**config.mk**
```make
export PLATFORM = sky130hd
export DESIGN_NAME = trc_trap_reset
export DESIGN_NICKNAME = d
export VERILOG_FILES = /design/src/shared/trc_pkg.sv /design/src/trc_trap_reset.sv
export VERILOG_INCLUDE_DIRS = /design/src /design/src/shared
export SDC_FILE = /design/constraint.sdc
export NUM_CORES = 1
export LEC_CHECK = 0
export ABC_AREA = 1
export BUFFER_PORTS_ARGS = -buffer_cell sky130_fd_sc_hd__buf_4
export CAP_MARGIN = 20
export CORE_MARGIN = 8
export CORE_UTILIZATION = 40
export CTS_BUF_LIST = sky130_fd_sc_hd__clkbuf_8
export DETAILED_ROUTE_END_ITERATION = 8
export PLACE_DENSITY = 0.68
export SLEW_MARGIN = 15
export SYNTH_ARGS = -nofsm -noshare
export SYNTH_HDL_FRONTEND = slang
export SYNTH_SLANG_ARGS = --single-unit
```
**constraint.sdc**
```tcl
create_clock -name i_clk -period 2.9 [get_ports i_clk]
set_clock_uncertainty 0.05 [all_clocks]
set_input_delay 0.435 -clock i_clk [delete_from_list [all_inputs] [get_ports i_clk]]
set_output_delay 0.435 -clock i_clk [all_outputs]
set_load 0.05 [all_outputs]
```
**src/shared/trc_map.svh**
```systemverilog
// constants for the trap and reset control block
`ifndef TRC_MAP_SVH
`define TRC_MAP_SVH
`define TRC_CFG_OFFSET      8'h03
`define TRC_CFG_PRL_MSB     31
`define TRC_CFG_PRL_LSB     24
`define TRC_VEC_USER_MIN    8'h40
`define TRC_VEC_PROT        8'h05
`define TRC_VEC_RANGE       8'h02
`define TRC_VEC_UNIMP       8'h18
`define TRC_SR_FPE          8'hA0
`define TRC_SR_INTEGER_ENVIRONMENT_REG         8'hA1
`define TRC_SR_FPS          8'hA2
`define TRC_RST_ENTRY_CYC   3'h4
`define TRC_RST_EXIT_CYC    3'h4
`define TRC_PWRUP_CYC       3'h4
`define TRC_REFRESH_SLOW    9'h1FF
`define TRC_CPS_RESET       32'h0000_0870
`define TRC_BOOT_ADDR       32'h0000_0000
`endif

```
**src/shared/trc_pkg.sv**
```systemverilog
// types for the trap and reset control block
package trc_pkg;
  typedef enum logic [3:0] {
    TRC_REL_EQ = 4'h0,
    TRC_REL_NE = 4'h1,
    TRC_REL_LT = 4'h2,
    TRC_REL_LE = 4'h3,
    TRC_REL_GT = 4'h4,
    TRC_REL_GE = 4'h5
  } trc_rel_type;
  typedef enum logic [3:0] {
    TRC_OP_NONE   = 4'h0,
    TRC_OP_ASSERT = 4'h1,
    TRC_OP_EMUL   = 4'h2,
    TRC_OP_ADD    = 4'h3,
    TRC_OP_ADDC   = 4'h4,
    TRC_OP_ADDCS  = 4'h5,
    TRC_OP_SUB    = 4'h6,
    TRC_OP_SUBC   = 4'h7,
    TRC_OP_CMP    = 4'h8,
    TRC_OP_UNIMP  = 4'h9,
    TRC_OP_MTSR   = 4'hA,
    TRC_OP_MFSR   = 4'hB,
    TRC_OP_BRREL  = 4'hC
  } trc_op_type;
  typedef enum logic [3:0] {
    TRC_ST_PWRUP = 4'b0001,
    TRC_ST_RUN   = 4'b0010,
    TRC_ST_RESET = 4'b0100,
    TRC_ST_EXIT  = 4'b1000
  } trc_state_type;
  typedef struct packed {
    logic        valid;
    trc_op_type  op;
    trc_rel_type rel;
    logic        is_signed;
    logic        user_mode;
    logic [7:0]  vector;
    logic [7:0]  src_a;
    logic [7:0]  src_b;
    logic [7:0]  dest;
    logic [31:0] opnd_a;
    logic [31:0] opnd_b;
    logic [15:0] disp;
    logic [31:0] pc;
  } trc_instr_type;
  typedef struct packed {
    logic        trap;
    logic [7:0]  vector;
    logic        ip_load;
    logic [7:0]  ip_a;
    logic [7:0]  ip_b;
    logic [7:0]  ip_c;
    logic        res_valid;
    logic [31:0] result;
    logic        carry;
    logic        br_valid;
    logic [31:0] br_target;
  } trc_exec_type;
  typedef struct packed {
    logic        reset_mode;
    logic        cps_load;
    logic [31:0] cps_value;
    logic        cv_clear;
    logic        rom0_wide;
    logic        rom_others_off;
    logic        dram_map_off;
    logic [8:0]  refresh_interval;
    logic        dma_off;
    logic        pio_oe_clear;
    logic        par_off;
    logic        ser_off;
    logic        vid_off;
    logic        boot_fetch;
    logic [31:0] boot_addr;
  } trc_periph_type;
endpackage

```
**src/trc_trap_reset.sv**
```systemverilog
// trap raising and reset-mode sequencing for the processor core
`timescale 1ns/1ns
`default_nettype none
`include "trc_map.svh"
// Functional notes
// - assertion compares operands by relation; traps to its vector on failure
// - relations eq, ne, lt, le, gt, ge, signed or unsigned
// - user-mode failing assertion with vector below 64 becomes protection trap
// - holding assertion changes no state and raises no trap
// - emulate always traps and loads indirect pointers with its operands
// - carry add/sub use carry flag; plain and carry forms update it
// - signed add-with-carry overflow raises out-of-range trap
// - compare result boolean in msb, low 31 bits zero
// - relative branch uses 16-bit displacement; farther targets go indirect
// - float, classify, convert, multiply, divide, square_root_op all trap unexecuted
// - unimplemented op trap loads indirect pointers with register numbers
// - special register access to float/integer environment or status traps
// - configuration register: read-only 8-bit version in 31..24, rest reserved
// - reset mode entered within four clocks of reset assertion, anytime
// - reset held at power-up: enter reset after four clocks seen
// - reset mode halts execution, ignores traps, loads status, clears valid
// - first fetch to address 0 four or five clocks after release
// - reset disables dram mapping, refresh every 511 clocks
// - reset disables dma, clears request modes, idles its machines
// - reset clears pio drive enables so pins become inputs
// - reset disables parallel, serial, video; video pins become inputs
module trc_trap_reset #(
  parameter logic       REDUCED_VARIANT  = 1'b0,
  parameter logic [7:0] RELEASE_LEVEL_ID = 8'h5A  // arbitrary value
) (
  // clock and reset
  input  wire logic                   i_clk,
  input  wire logic                   i_rst,
  // external pins
  input  wire logic                   i_reset_n,
  input  wire logic                   i_boot_width_select,
  // pipeline side
  input  wire trc_pkg::trc_instr_type i_instr,
  input  wire logic                   i_carry,
  input  wire logic [7:0]             i_sr_addr,
  output logic [31:0]                 o_sr_rdata,
  output trc_pkg::trc_exec_type       o_exec,
  // peripheral reset controls
  output trc_pkg::trc_periph_type     o_periph
);
  typedef struct packed {
    logic                  sync1;
    logic                  sync2;
    logic                  bw_sync1;
    logic                  bw_sync2;
    logic [2:0]            cnt;
    logic [2:0]            pwr_cnt;
    trc_pkg::trc_state_type st;
    logic                  strap;
    logic [31:0]           rdata;
    trc_pkg::trc_exec_type ex;
    trc_pkg::trc_periph_type pe;
  } trc_state_all_type;

  trc_state_all_type cur_ff;
  trc_state_all_type nxt_ff;

  function automatic logic rel_holds(input trc_pkg::trc_rel_type r, input logic sg,
                                     input logic [31:0] a, input logic [31:0] b);
    logic lt;
    logic eq;
    lt = sg ? ($signed(a) < $signed(b)) : (a < b);
    eq = (a == b);
    case (r)
      trc_pkg::TRC_REL_EQ: rel_holds = eq;
      trc_pkg::TRC_REL_NE: rel_holds = !eq;
      trc_pkg::TRC_REL_LT: rel_holds = lt;
      trc_pkg::TRC_REL_LE: rel_holds = lt | eq;
      trc_pkg::TRC_REL_GT: rel_holds = !(lt | eq);
      trc_pkg::TRC_REL_GE: rel_holds = !lt;
      default:             rel_holds = 1'b1;
    endcase
  endfunction

  function automatic logic [7:0] user_vec(input logic um, input logic [7:0] v);
    user_vec = (um && v < `TRC_VEC_USER_MIN) ? `TRC_VEC_PROT : v;
  endfunction

  function automatic logic virt_sr(input logic [7:0] r);
    virt_sr = (r == `TRC_SR_FPE) || (r == `TRC_SR_INTEGER_ENVIRONMENT_REG) || (r == `TRC_SR_FPS);
  endfunction

  logic        hold;
  logic [32:0] sum;
  logic        ovf;
  logic        running;
  logic [7:0]  sr_num;

  always_comb begin
    nxt_ff = cur_ff;
    hold = rel_holds(i_instr.rel, i_instr.is_signed, i_instr.opnd_a, i_instr.opnd_b);
    sum = 33'h0_0000_0000;
    ovf = 1'b0;
    nxt_ff.sync1 = i_reset_n;
    nxt_ff.sync2 = cur_ff.sync1;
    nxt_ff.bw_sync1 = i_boot_width_select;
    nxt_ff.bw_sync2 = cur_ff.bw_sync1;
    sr_num = (i_instr.op == trc_pkg::TRC_OP_MTSR) ? i_instr.dest : i_instr.src_a;
    nxt_ff.ex = '0;
    nxt_ff.pe.boot_fetch = 1'b0;
    nxt_ff.pe.cps_load = 1'b0;
    nxt_ff.pe.cv_clear = 1'b0;
    nxt_ff.rdata = (i_sr_addr == `TRC_CFG_OFFSET) ? {RELEASE_LEVEL_ID, 24'h00_0000} : 32'h0000_0000;
    running = (cur_ff.st == trc_pkg::TRC_ST_RUN);
    case (cur_ff.st)
      trc_pkg::TRC_ST_PWRUP: begin
        // power-up: wait four clocks before honouring a held reset
        if (cur_ff.pwr_cnt != `TRC_PWRUP_CYC) begin
          nxt_ff.pwr_cnt = cur_ff.pwr_cnt + 3'h1;
        end else if (!cur_ff.sync2) begin
          nxt_ff.st = trc_pkg::TRC_ST_RESET;
        end else begin
          nxt_ff.st = trc_pkg::TRC_ST_RUN;
        end
      end
      trc_pkg::TRC_ST_RUN: begin
        if (!cur_ff.sync2) begin
          nxt_ff.st = trc_pkg::TRC_ST_RESET;
        end
      end
      trc_pkg::TRC_ST_RESET: begin
        nxt_ff.cnt = 3'h0;
        if (cur_ff.sync2) begin
          nxt_ff.st = trc_pkg::TRC_ST_EXIT;
        end
      end
      trc_pkg::TRC_ST_EXIT: begin
        // synchroniser delay plus this count lands the fetch at four or five
        if (!cur_ff.sync2) begin
          nxt_ff.st = trc_pkg::TRC_ST_RESET;
        end else if (cur_ff.cnt == `TRC_RST_EXIT_CYC - 3'h3) begin
          nxt_ff.st = trc_pkg::TRC_ST_RUN;
          nxt_ff.pe.boot_fetch = 1'b1;
        end else begin
          nxt_ff.cnt = cur_ff.cnt + 3'h1;
        end
      end
      default: nxt_ff.st = trc_pkg::TRC_ST_RESET;
    endcase
    if (nxt_ff.st == trc_pkg::TRC_ST_RESET) begin
      nxt_ff.pe.reset_mode = 1'b1;
      nxt_ff.pe.cps_load = 1'b1;
      nxt_ff.pe.cps_value = `TRC_CPS_RESET;
      nxt_ff.pe.cv_clear = 1'b1;
      // strap has its own synchroniser, so the entry cycle already sees it
      nxt_ff.strap = REDUCED_VARIANT ? 1'b0 : cur_ff.bw_sync2;
      nxt_ff.pe.rom0_wide = nxt_ff.strap;
      nxt_ff.pe.rom_others_off = 1'b1;
      nxt_ff.pe.dram_map_off = 1'b1;
      nxt_ff.pe.refresh_interval = `TRC_REFRESH_SLOW;
      nxt_ff.pe.dma_off = 1'b1;
      nxt_ff.pe.pio_oe_clear = 1'b1;
      nxt_ff.pe.par_off = 1'b1;
      nxt_ff.pe.ser_off = 1'b1;
      nxt_ff.pe.vid_off = 1'b1;
      nxt_ff.pe.boot_addr = `TRC_BOOT_ADDR;
    end else if (nxt_ff.st == trc_pkg::TRC_ST_RUN) begin
      // peripheral disables hold through reset mode and clear on entering run; software reconfigures them afterwards
      nxt_ff.pe.reset_mode = 1'b0;
      nxt_ff.pe.rom_others_off = 1'b0;
      nxt_ff.pe.dram_map_off = 1'b0;
      nxt_ff.pe.dma_off = 1'b0;
      nxt_ff.pe.pio_oe_clear = 1'b0;
      nxt_ff.pe.par_off = 1'b0;
      nxt_ff.pe.ser_off = 1'b0;
      nxt_ff.pe.vid_off = 1'b0;
    end
    // traps ignored outside run state
    if (running && i_instr.valid) begin
      case (i_instr.op)
        trc_pkg::TRC_OP_ASSERT: begin
          if (!hold) begin
            nxt_ff.ex.trap = 1'b1;
            nxt_ff.ex.vector = user_vec(i_instr.user_mode, i_instr.vector);
          end
        end
        trc_pkg::TRC_OP_EMUL: begin
          nxt_ff.ex.trap = 1'b1;
          nxt_ff.ex.vector = user_vec(i_instr.user_mode, i_instr.vector);
          nxt_ff.ex.ip_load = 1'b1;
          nxt_ff.ex.ip_a = i_instr.src_a;
          nxt_ff.ex.ip_b = i_instr.src_b;
          nxt_ff.ex.ip_c = i_instr.dest;
        end
        trc_pkg::TRC_OP_ADD, trc_pkg::TRC_OP_ADDC, trc_pkg::TRC_OP_ADDCS: begin
          sum = {1'b0, i_instr.opnd_a} + {1'b0, i_instr.opnd_b} +
                {32'h0000_0000, (i_instr.op != trc_pkg::TRC_OP_ADD) & i_carry};
          ovf = (i_instr.opnd_a[31] == i_instr.opnd_b[31]) && (sum[31] != i_instr.opnd_a[31]);
          nxt_ff.ex.res_valid = 1'b1;
          nxt_ff.ex.result = sum[31:0];
          nxt_ff.ex.carry = sum[32];
          if (i_instr.op == trc_pkg::TRC_OP_ADDCS && ovf) begin
            nxt_ff.ex.trap = 1'b1;
            nxt_ff.ex.vector = `TRC_VEC_RANGE;
          end
        end
        trc_pkg::TRC_OP_SUB, trc_pkg::TRC_OP_SUBC: begin
          // carry set means no borrow
          sum = {1'b0, i_instr.opnd_a} + {1'b0, ~i_instr.opnd_b} +
                {32'h0000_0000, (i_instr.op == trc_pkg::TRC_OP_SUB) | i_carry};
          nxt_ff.ex.res_valid = 1'b1;
          nxt_ff.ex.result = sum[31:0];
          nxt_ff.ex.carry = sum[32];
        end
        trc_pkg::TRC_OP_CMP: begin
          nxt_ff.ex.res_valid = 1'b1;
          nxt_ff.ex.result = {hold, 31'h0000_0000};
        end
        trc_pkg::TRC_OP_BRREL: begin
          nxt_ff.ex.br_valid = 1'b1;
          nxt_ff.ex.br_target = i_instr.pc + {{14{i_instr.disp[15]}}, i_instr.disp, 2'b00};
        end
        trc_pkg::TRC_OP_UNIMP: begin
          nxt_ff.ex.trap = 1'b1;
          nxt_ff.ex.vector = `TRC_VEC_UNIMP;
          nxt_ff.ex.ip_load = 1'b1;
          nxt_ff.ex.ip_a = i_instr.src_a;
          nxt_ff.ex.ip_b = i_instr.src_b;
          nxt_ff.ex.ip_c = i_instr.dest;
        end
        trc_pkg::TRC_OP_MTSR, trc_pkg::TRC_OP_MFSR: begin
          if (virt_sr(sr_num)) begin
            nxt_ff.ex.trap = 1'b1;
            nxt_ff.ex.vector = `TRC_VEC_PROT;
          end
        end
        default: nxt_ff.ex = '0;
      endcase
    end
  end

  always_ff @(posedge i_clk) begin
    if (i_rst) begin
      cur_ff <= '0;
      cur_ff.st <= trc_pkg::TRC_ST_PWRUP;
      cur_ff.sync1 <= 1'b1;
      cur_ff.sync2 <= 1'b1;
    end else begin
      cur_ff <= nxt_ff;
    end
  end

  assign o_exec = cur_ff.ex;
  assign o_periph = cur_ff.pe;
  assign o_sr_rdata = cur_ff.rdata;
endmodule
`default_nettype wire

```
-- Word level (Yosys, flattened, before mapping)
Index checks and enable logic that the tools add are counted.
- add/sub/neg operators: 7
- multiply operators: 0
- divide/modulo/power cells: 0
- $lt $le $gt $ge: 3
- equality and inequality tests: 35
- shift-type cells: 0
- multiplexer cells: 31
- bitwise logic cells: 9
- reductions and logical operators: 22
- operators with widths (cell ; number):
    case mux 33 bit (3 select lines) ; 1
    adder 32 x 32 -> 33 bit ; 2
    adder 33 x 1 -> 33 bit ; 2
    less-than comparator 32 bit ; 2
    case mux 9 bit (5 select lines) ; 1
    2-to-1 mux 35 bit ; 1
    2-to-1 mux 33 bit ; 1
    adder 32 bit ; 1
    equality test 32 bit ; 1
    equality test 4 x 3 -> 1 bit, second input constant ; 8
    NOT 32 bit ; 1
    2-to-1 mux 31 bit ; 1
    2-to-1 mux 9 bit ; 3
    2-to-1 mux 25 bit ; 1
    equality test 4 x 2 -> 1 bit, second input constant ; 6
    equality test 4 bit, second input constant ; 6
    equality test 8 bit, second input constant ; 3
    2-to-1 mux 4 bit ; 5
    2-to-1 mux 8 bit ; 2
    case mux 4 bit (4 select lines) ; 1
    equality test 4 x 1 -> 1 bit, second input constant ; 3
    OR reduction 3 bit ; 4
    2-to-1 mux 5 bit ; 2
    2-to-1 mux 3 bit ; 3
    25 further kinds ; 46
- register bits: 161
- bits in latches: 0
- RAM bits: 0
- ROM bits: 0
- word-level logic and storage cells: 140
- memories: 0

-- Logic depth before layout (Yosys ltp)
Gate-level depths: netlist (run 1).
- depth in word-level cells: 8
- mapped depth: 21
- depth with buffers taken out: 20

-- Worst setup path before layout (run 1)
No wires, ideal clock.
- kind: in2reg
- from: input i_instr[152] in the netlist's numbering
- to: register cur_ff (netlist bit o_exec[64])
- library setup time: 0.132 ns
- arrival: 2.777 ns
- required time: 2.718 ns
- path slack: -0.059 ns
- stages: 19
- buffers on the path: 1
- cells stage by stage: inv_1 -> nor2_1 -> inv_1 -> nor2_2 -> clkinv_1 -> buf_2 -> o21bai_1 -> fa_1 -> fa_1 -> nand2_1 -> o21ai_1 -> a21oi_1 -> inv_1 -> a21oi_1 -> inv_1 -> nand3_1 -> nand3_1 -> nand3_1 -> a21oi_1
- cells in the longest elaborated chain, start to end: 4
- elaborated cells between the ends (all ways): 14
- RTL lines (element ; line ; text):
    start, declared ; trc_trap_reset.sv:38 ; input wire trc_pkg::trc_instr_type i_instr,
    equality test 4 x 3 -> 1 bit / inequality test 4 x 2 -> 1 bit (equally long branches) ; n/a ;
    bitwise OR 1 bit / AND 1 bit (equally long branches) ; trc_trap_reset.sv:205, trc_trap_reset.sv:192 ;
    adder 33 x 1 -> 33 bit, on equally long branches ; trc_trap_reset.sv:204, trc_trap_reset.sv:191 ;
    case mux 33 bit (3 select lines) * ; trc_trap_reset.sv:175 ; case (i_instr.op)
    end signal, assigned ; trc_trap_reset.sv:244 ; cur_ff <= nxt_ff;
    end, declared ; trc_trap_reset.sv:60 ; trc_state_all_type cur_ff;
Mark *: on every way between the ends. The rest lies on a longest branch, timed or not.
A chain may end at the register's enable or synchronous reset.

-- Final worst setup path (run 1)
- from: input i_instr[152] in the netlist's numbering
- to: register cur_ff (netlist bit o_exec[60])
The elaborated chain is that of the path after synthesis.

==> impl_metrics.tcl, run 1 <==
set metrics [dict create \
    start_util 0.403 \
    vias 11671 \
    hp-class "primary input to flop" \
    rows 62 \
    synth_simple_gate_area_frac 0.238 \
    outcome "finished, final reports clean" \
    cpMostUsedCell "nand3_1" \
    yosys.area_share.xor_xnor 0.00381 \
    cts_resized 0 \
    cts_made_buffers 17 \
    layout_common_cells "buf_4, nand2_1, inv_1" \
    postRouteAntennaNets 0 \
    port_buffers 297 \
    clockBufferDepth 2 \
    cts_setup_buffers 0 \
    hold_buffers 0 \
    root_buffer "clkbuf_8" \
    final_cells 2385 \
    vias_per_cell 4.89 \
    seq_area_frac_synth 0.211 \
    crit_family "simple AND/OR/NAND/NOR gates" \
    crit_slowest_cell "fa_1" \
    cp.arrival_ns 2.97 \
    fmax_ghz 0.384 \
    antenna_found_initial 0 \
    cp_cell_sequence "buf_4, nor2_1, nand3_1, nand2_1, fa_1, fa_1, or2_1, o21ai_2, nand2_1, nand2_1, inv_1, o21ai_1, nand3_1, nand3_1, nand3_1, a21oi_1" \
    globalRouteOverflowTotal 0 \
    synth_top_family_by_area "buffers and inverters" \
    leakagePower_nw 7.20 \
    finalCriticalPeriod_ns 2.60 \
    dp_hpwl_mm 32.5 \
    nets 2258 \
    clk-insertion-delay-late_ns 0.47 \
    ys_warn_count 0 \
    powerDensity_mw_per_mm2 457 \
    period_share 0.897 \
    cp-start-kind "primary input" \
    globalplace.congestion 1.00 \
    grt_max_degree 34 \
    synth_edf_count 0 \
    clkSinkCount 121 \
    synth_cell_types 54 \
    crit_required_ns 3.27 \
    path_buf_inv 2 \
    tightest_slew_ns 0.675 \
    grt_first_pass_wirelength_mm 57.5 \
    synthesis.area_sq_mm 0.0115 \
    slew_violations 0 \
    synth_compound_area_frac 0.186 \
    die_w_um 186 \
    syn_to_final_growth_pct 18.3 \
    layout-drive-gt1-share 0.216 \
    crit_path_max_fanout 5 \
    dieArea_sq_mm 0.0344 \
    hold_viol 0 \
    coreArea_sq_mm 0.0285 \
    synthMuxAreaShare 0 \
    drc_errors 0 \
    routed_wl_mm 38.7 \
    finalPower_mw 6.22 \
    vdd_drop_max_mv 0.236 \
    final_util 0.477 \
    first_iter_violations 907 \
    syn_avg_cell_area_sq_um 6.49 \
    wire_per_inst_um 16.2 \
    setup_viol 0 \
    dp.cells 2353 \
    chipHeight_um 186 \
    synth-seq-cells 121 \
    holdWs_ns 0.0662 \
    async_flop_share 0 \
    final_common_cell "buf_4" \
    max_stage_delay_ns 0.41 \
    max_cap_viol_count 0 \
    cts_tree "done" \
    antenna-diode-count 0 \
    synth_fa_ha_area_frac 0.114 \
    cp-end-kind "flop" \
    first_pass_iters 5 \
    top_level_ports 386 \
    syn_inst 1774 \
    synthFlopType "dfxtp_1" \
    slew_headroom 0.545 \
    track_usage 0.213 \
    crit_type "primary input to flop" \
    htree_num_levels 4 \
    clk_pin_slew_ns 0.10 \
    grt_pass1_vias 11287 \
    rsz0062_at_grt "false" \
]
## final cells by class
class / instances / area [sq um]
clock buffers: 17 / 234
clock inverters: 15 / 148
fillers: 2974 / 14900
inverters: 269 / 1010
multi-input cells: 1218 / 6580
flip-flops and latches: 121 / 2420
well taps: 384 / 480
repair buffers: 361 / 2740
## worst paths after layout
check	start	to	slack (ns)	cells after the start
worst min register to register	cur_ff[230]	cur_ff[229]	0.36	2
worst min-delay path	i_sr_addr[6]	o_sr_rdata[28]	0.07	2
worst max-delay path	i_instr[152]	o_exec[60]	0.30	16
worst max register to register	cur_ff[219]	o_periph[84]	0.84	8
## registers in the layout, summed over array words and instances, names as in the netlist
register and flops:
cur_ff 14, o_sr_rdata 1, o_exec 101, o_periph 5
## power breakdown
part / internal (mW) / switching, mW / total [mW]
combinational: 0.884 / 1.99 / 2.87
clock: 0.641 / 0.908 / 1.55
sequential: 1.73 / 0.0725 / 1.80
## kinds of logic (layout without fill, tap and decap cells)
family,Yosys count,in the layout
flip-flops,121,121
buffers and inverters,522,662
other,1,88
AO/OA/AOI/OAI,383,383
XOR/XNOR,5,5
AND/OR/NAND/NOR,640,640
adder cells (fa/ha/maj),102,102
## layer usage
| metal | track usage | part of all wire |
|---|---|---|
| met3 | 0.0388 | 0.082 |
| met1 | 0.258 | 0.42 |
| met4 | 0.0791 | 0.030 |
| met2 | 0.371 | 0.47 |
| met5 | 0 | 0 |
## cell usage after synthesis (3+ instances only)
master	count	area share
nand2_1	279	0.091
inv_1	265	0.086
buf_4	226	0.15
a21oi_1	192	0.084
nor2_1	184	0.060
dfxtp_1	121	0.21
o21ai_0	103	0.045
nand3_1	101	0.044
ha_1	97	0.11
nor3_1	18	0.0078
nand4_1	16	0.0087
o21bai_1	15	0.0098
buf_2	14	0.0061
or2_2	14	0.0076
a21boi_0	13	0.0085
a21o_1	11	0.0072
clkbuf_1	10	0.0033
o21ai_1	8	0.0035
nor4_1	7	0.0038
a31oi_1	6	0.0033
fa_1	5	0.0087
nand2_2	5	0.0027
o21a_1	5	0.0033
a211oi_1	4	0.0026
nor2_2	4	0.0022
xor2_1	4	0.0030
a22oi_1	3	0.0020
buf_6	3	0.0029
clkinv_1	3	0.00098
nor2_4	3	0.0029
o211ai_1	3	0.0020
o221ai_1	3	0.0023
o31ai_1	3	0.0020
## through the flow
| stage | area (sq um) | setup slack [ns] | TNS [ns] |
|---|---|---|---|
| after detailed placement | 13200 | -0.176 | -1.14 |
| after global routing | 13600 | 0.111 | 0 |
| after global placement | 13200 | -0.109 | -0.484 |
| after floorplan | 11800 | 0.0150 | 0 |
| after CTS | 13600 | 0.333 | 0 |
| final | 13600 | 0.298 | 0 |
## worst reg2reg max path, stage by stage, from the launching register on
cell      delay [ns]
dfxtp_1         0.33
nor2_1          0.14
inv_1           0.05
nor3_1          0.30
nor4_1          0.11
o21ai_0         0.56
inv_1           0.17
o211ai_1        0.20
inv_1           0.05
No activity file was read; power rests on OpenSTA's default activity.
==> run 2, diff against run 1 <==
MAX_ROUTING_LAYER = met4   (was not set)
SKIP_CTS_REPAIR_TIMING = 1   (was not set)
==> run 2 against run 1 <==
Net effect:
- via count about the same
- final area increased by 0.21%
- final cell count rose by 0.21%
- critical path type unchanged
- critical endpoint is now o_exec[52]
- largest power group unchanged
- highest routed layer unchanged
==> impl_metrics.tcl, run 2 (same netlist as run 1, synthesis figures left out) <==
set metrics [dict create \
    final_util 0.478 \
    cts_tree "done" \
    cp-start-kind "primary input" \
    dp_slack_ns -0.145 \
    hp-class "primary input to flop" \
    globalplace.congestion 0.987 \
    tightest_slew_ns 0.687 \
    crit_slowest_cell "fa_1" \
    placed_cell_area_sq_mm 0.0133 \
    die_w_um 186 \
    wire_per_inst_um 16.2 \
    clk-insertion-delay-late_ns 0.46 \
    leakagePower_nw 7.22 \
    chipHeight_um 186 \
    crit_required_ns 3.20 \
    routed_wl_mm 38.7 \
    crit_path_start "i_instr[153]" \
    vias 11674 \
    drc_errors 0 \
    crit_family "compound AO/OA/AOI/OAI gates" \
    slew_violations 0 \
    hp-start "i_sr_addr[4]" \
    fill_cells 2957 \
    port_buffers 297 \
    setup_viol 0 \
    nets 2263 \
    coreArea_sq_mm 0.0285 \
    hold_viol 0 \
    fin_area_sq_mm 0.0136 \
    top_level_ports 386 \
    htree_num_levels 4 \
    track_usage 0.218 \
    start_util 0.403 \
    first_iter_violations 845 \
    max_cap_viol_count 0 \
    post-route-worst-setup-slack_ns 0.287 \
    slew_headroom 0.537 \
    cts_made_buffers 17 \
    root_buffer "clkbuf_8" \
    path_buf_inv 1 \
    regArea_sq_mm 0.00242 \
    holdWs_ns 0.0810 \
    antenna_found_initial 0 \
    final_common_cell "buf_4" \
    layout-drive-gt1-share 0.218 \
    vdd_drop_max_mv 0.290 \
    antenna-diode-count 0 \
    rsz0062_at_grt "false" \
    fmax_ghz 0.383 \
    crit_type "primary input to flop" \
    grt_first_pass_wirelength_mm 57.3 \
    r2r-start "cur_ff[220]" \
    clkSinkCount 121 \
    vias_per_cell 4.88 \
    grt_max_degree 34 \
    cpMostUsedCell "nand2_1" \
    outcome "finished, final reports clean" \
    finalCriticalPeriod_ns 2.61 \
    period_share 0.901 \
    dp_hpwl_mm 32.5 \
    max_stage_delay_ns 0.39 \
    syn_to_final_growth_pct 18.5 \
    multi_input_area_sq_mm 0.00658 \
    cp-end-kind "flop" \
    rows 62 \
    first_pass_iters 6 \
    globalRouteOverflowTotal 0 \
    grt_pass1_vias 11173 \
    crit_path_max_fanout 5 \
    clk_pin_slew_ns 0.09 \
    postRouteAntennaNets 0 \
    clockBufferDepth 2 \
    powerDensity_mw_per_mm2 457 \
    largest_reg_flops 101 \
    dieArea_sq_mm 0.0344 \
    cp.arrival_ns 2.91 \
    layout_common_cells "buf_4, nand2_1, inv_1" \
    cp_cell_sequence "buf_4, nor2_1, nand3_1, nand2_1, fa_1, fa_1, or2_1, o21ai_2, nand2_1, nand2_1, a21oi_1, o21ai_0, a21boi_0, o21ai_0, a21oi_1" \
]
run 2: changes by cell type in the layout (fill, tap and decap cells not counted):
cell	previous run	this run
buf_12	2	1
clkinvlp_4	3	2
inv_6	6	5
clkinv_4	0	1
buf_4	359	365
inv_8	5	6
run 2: path summary, 6_finish.rpt:
path	end	slack, ns	depth (start not counted)
setup / recovery	o_exec[52]	0.29	15
hold / removal	o_sr_rdata[28]	0.08	2
setup reg to reg	o_exec[6]	0.93	9
hold reg to reg	cur_ff[229]	0.37	2
run 2: power breakdown:
group / total, mW / internal, mW / switching [mW]
combinational: 2.87 / 0.890 / 1.98
sequential: 1.80 / 1.73 / 0.0720
clock: 1.57 / 0.645 / 0.921
run 2: final cells by class:
type	count	area share
sequential	121	0.178
multi-input combinational	1218	0.482
clock inverter	15	0.0111
tap	384	0.0352
clock buffer	17	0.0172
inverter	269	0.0741
timing repair buffer	366	0.202
run 2: per-layer routing:
metal	global-route usage	share of wire	vias up
li1	-	-	5857
met5	-	0	-
met2	0.371	0.47	557
met1	0.258	0.42	5191
met4	0.0756	0.028	0
met3	0.0365	0.081	69
run 2: per-stage QoR:
| step | std cells | TNS (ns) | power, mW |
|---|---|---|---|
| floorplan | 1861 | 0 | 4.07 |
| global placement | 2358 | -0.338 | 4.67 |
| detailed placement | 2358 | -0.703 | 4.68 |
| CTS | 2390 | 0 | 6.27 |
| global route | 2390 | 0 | 6.59 |
| finish | 2390 | 0 | 6.24 |
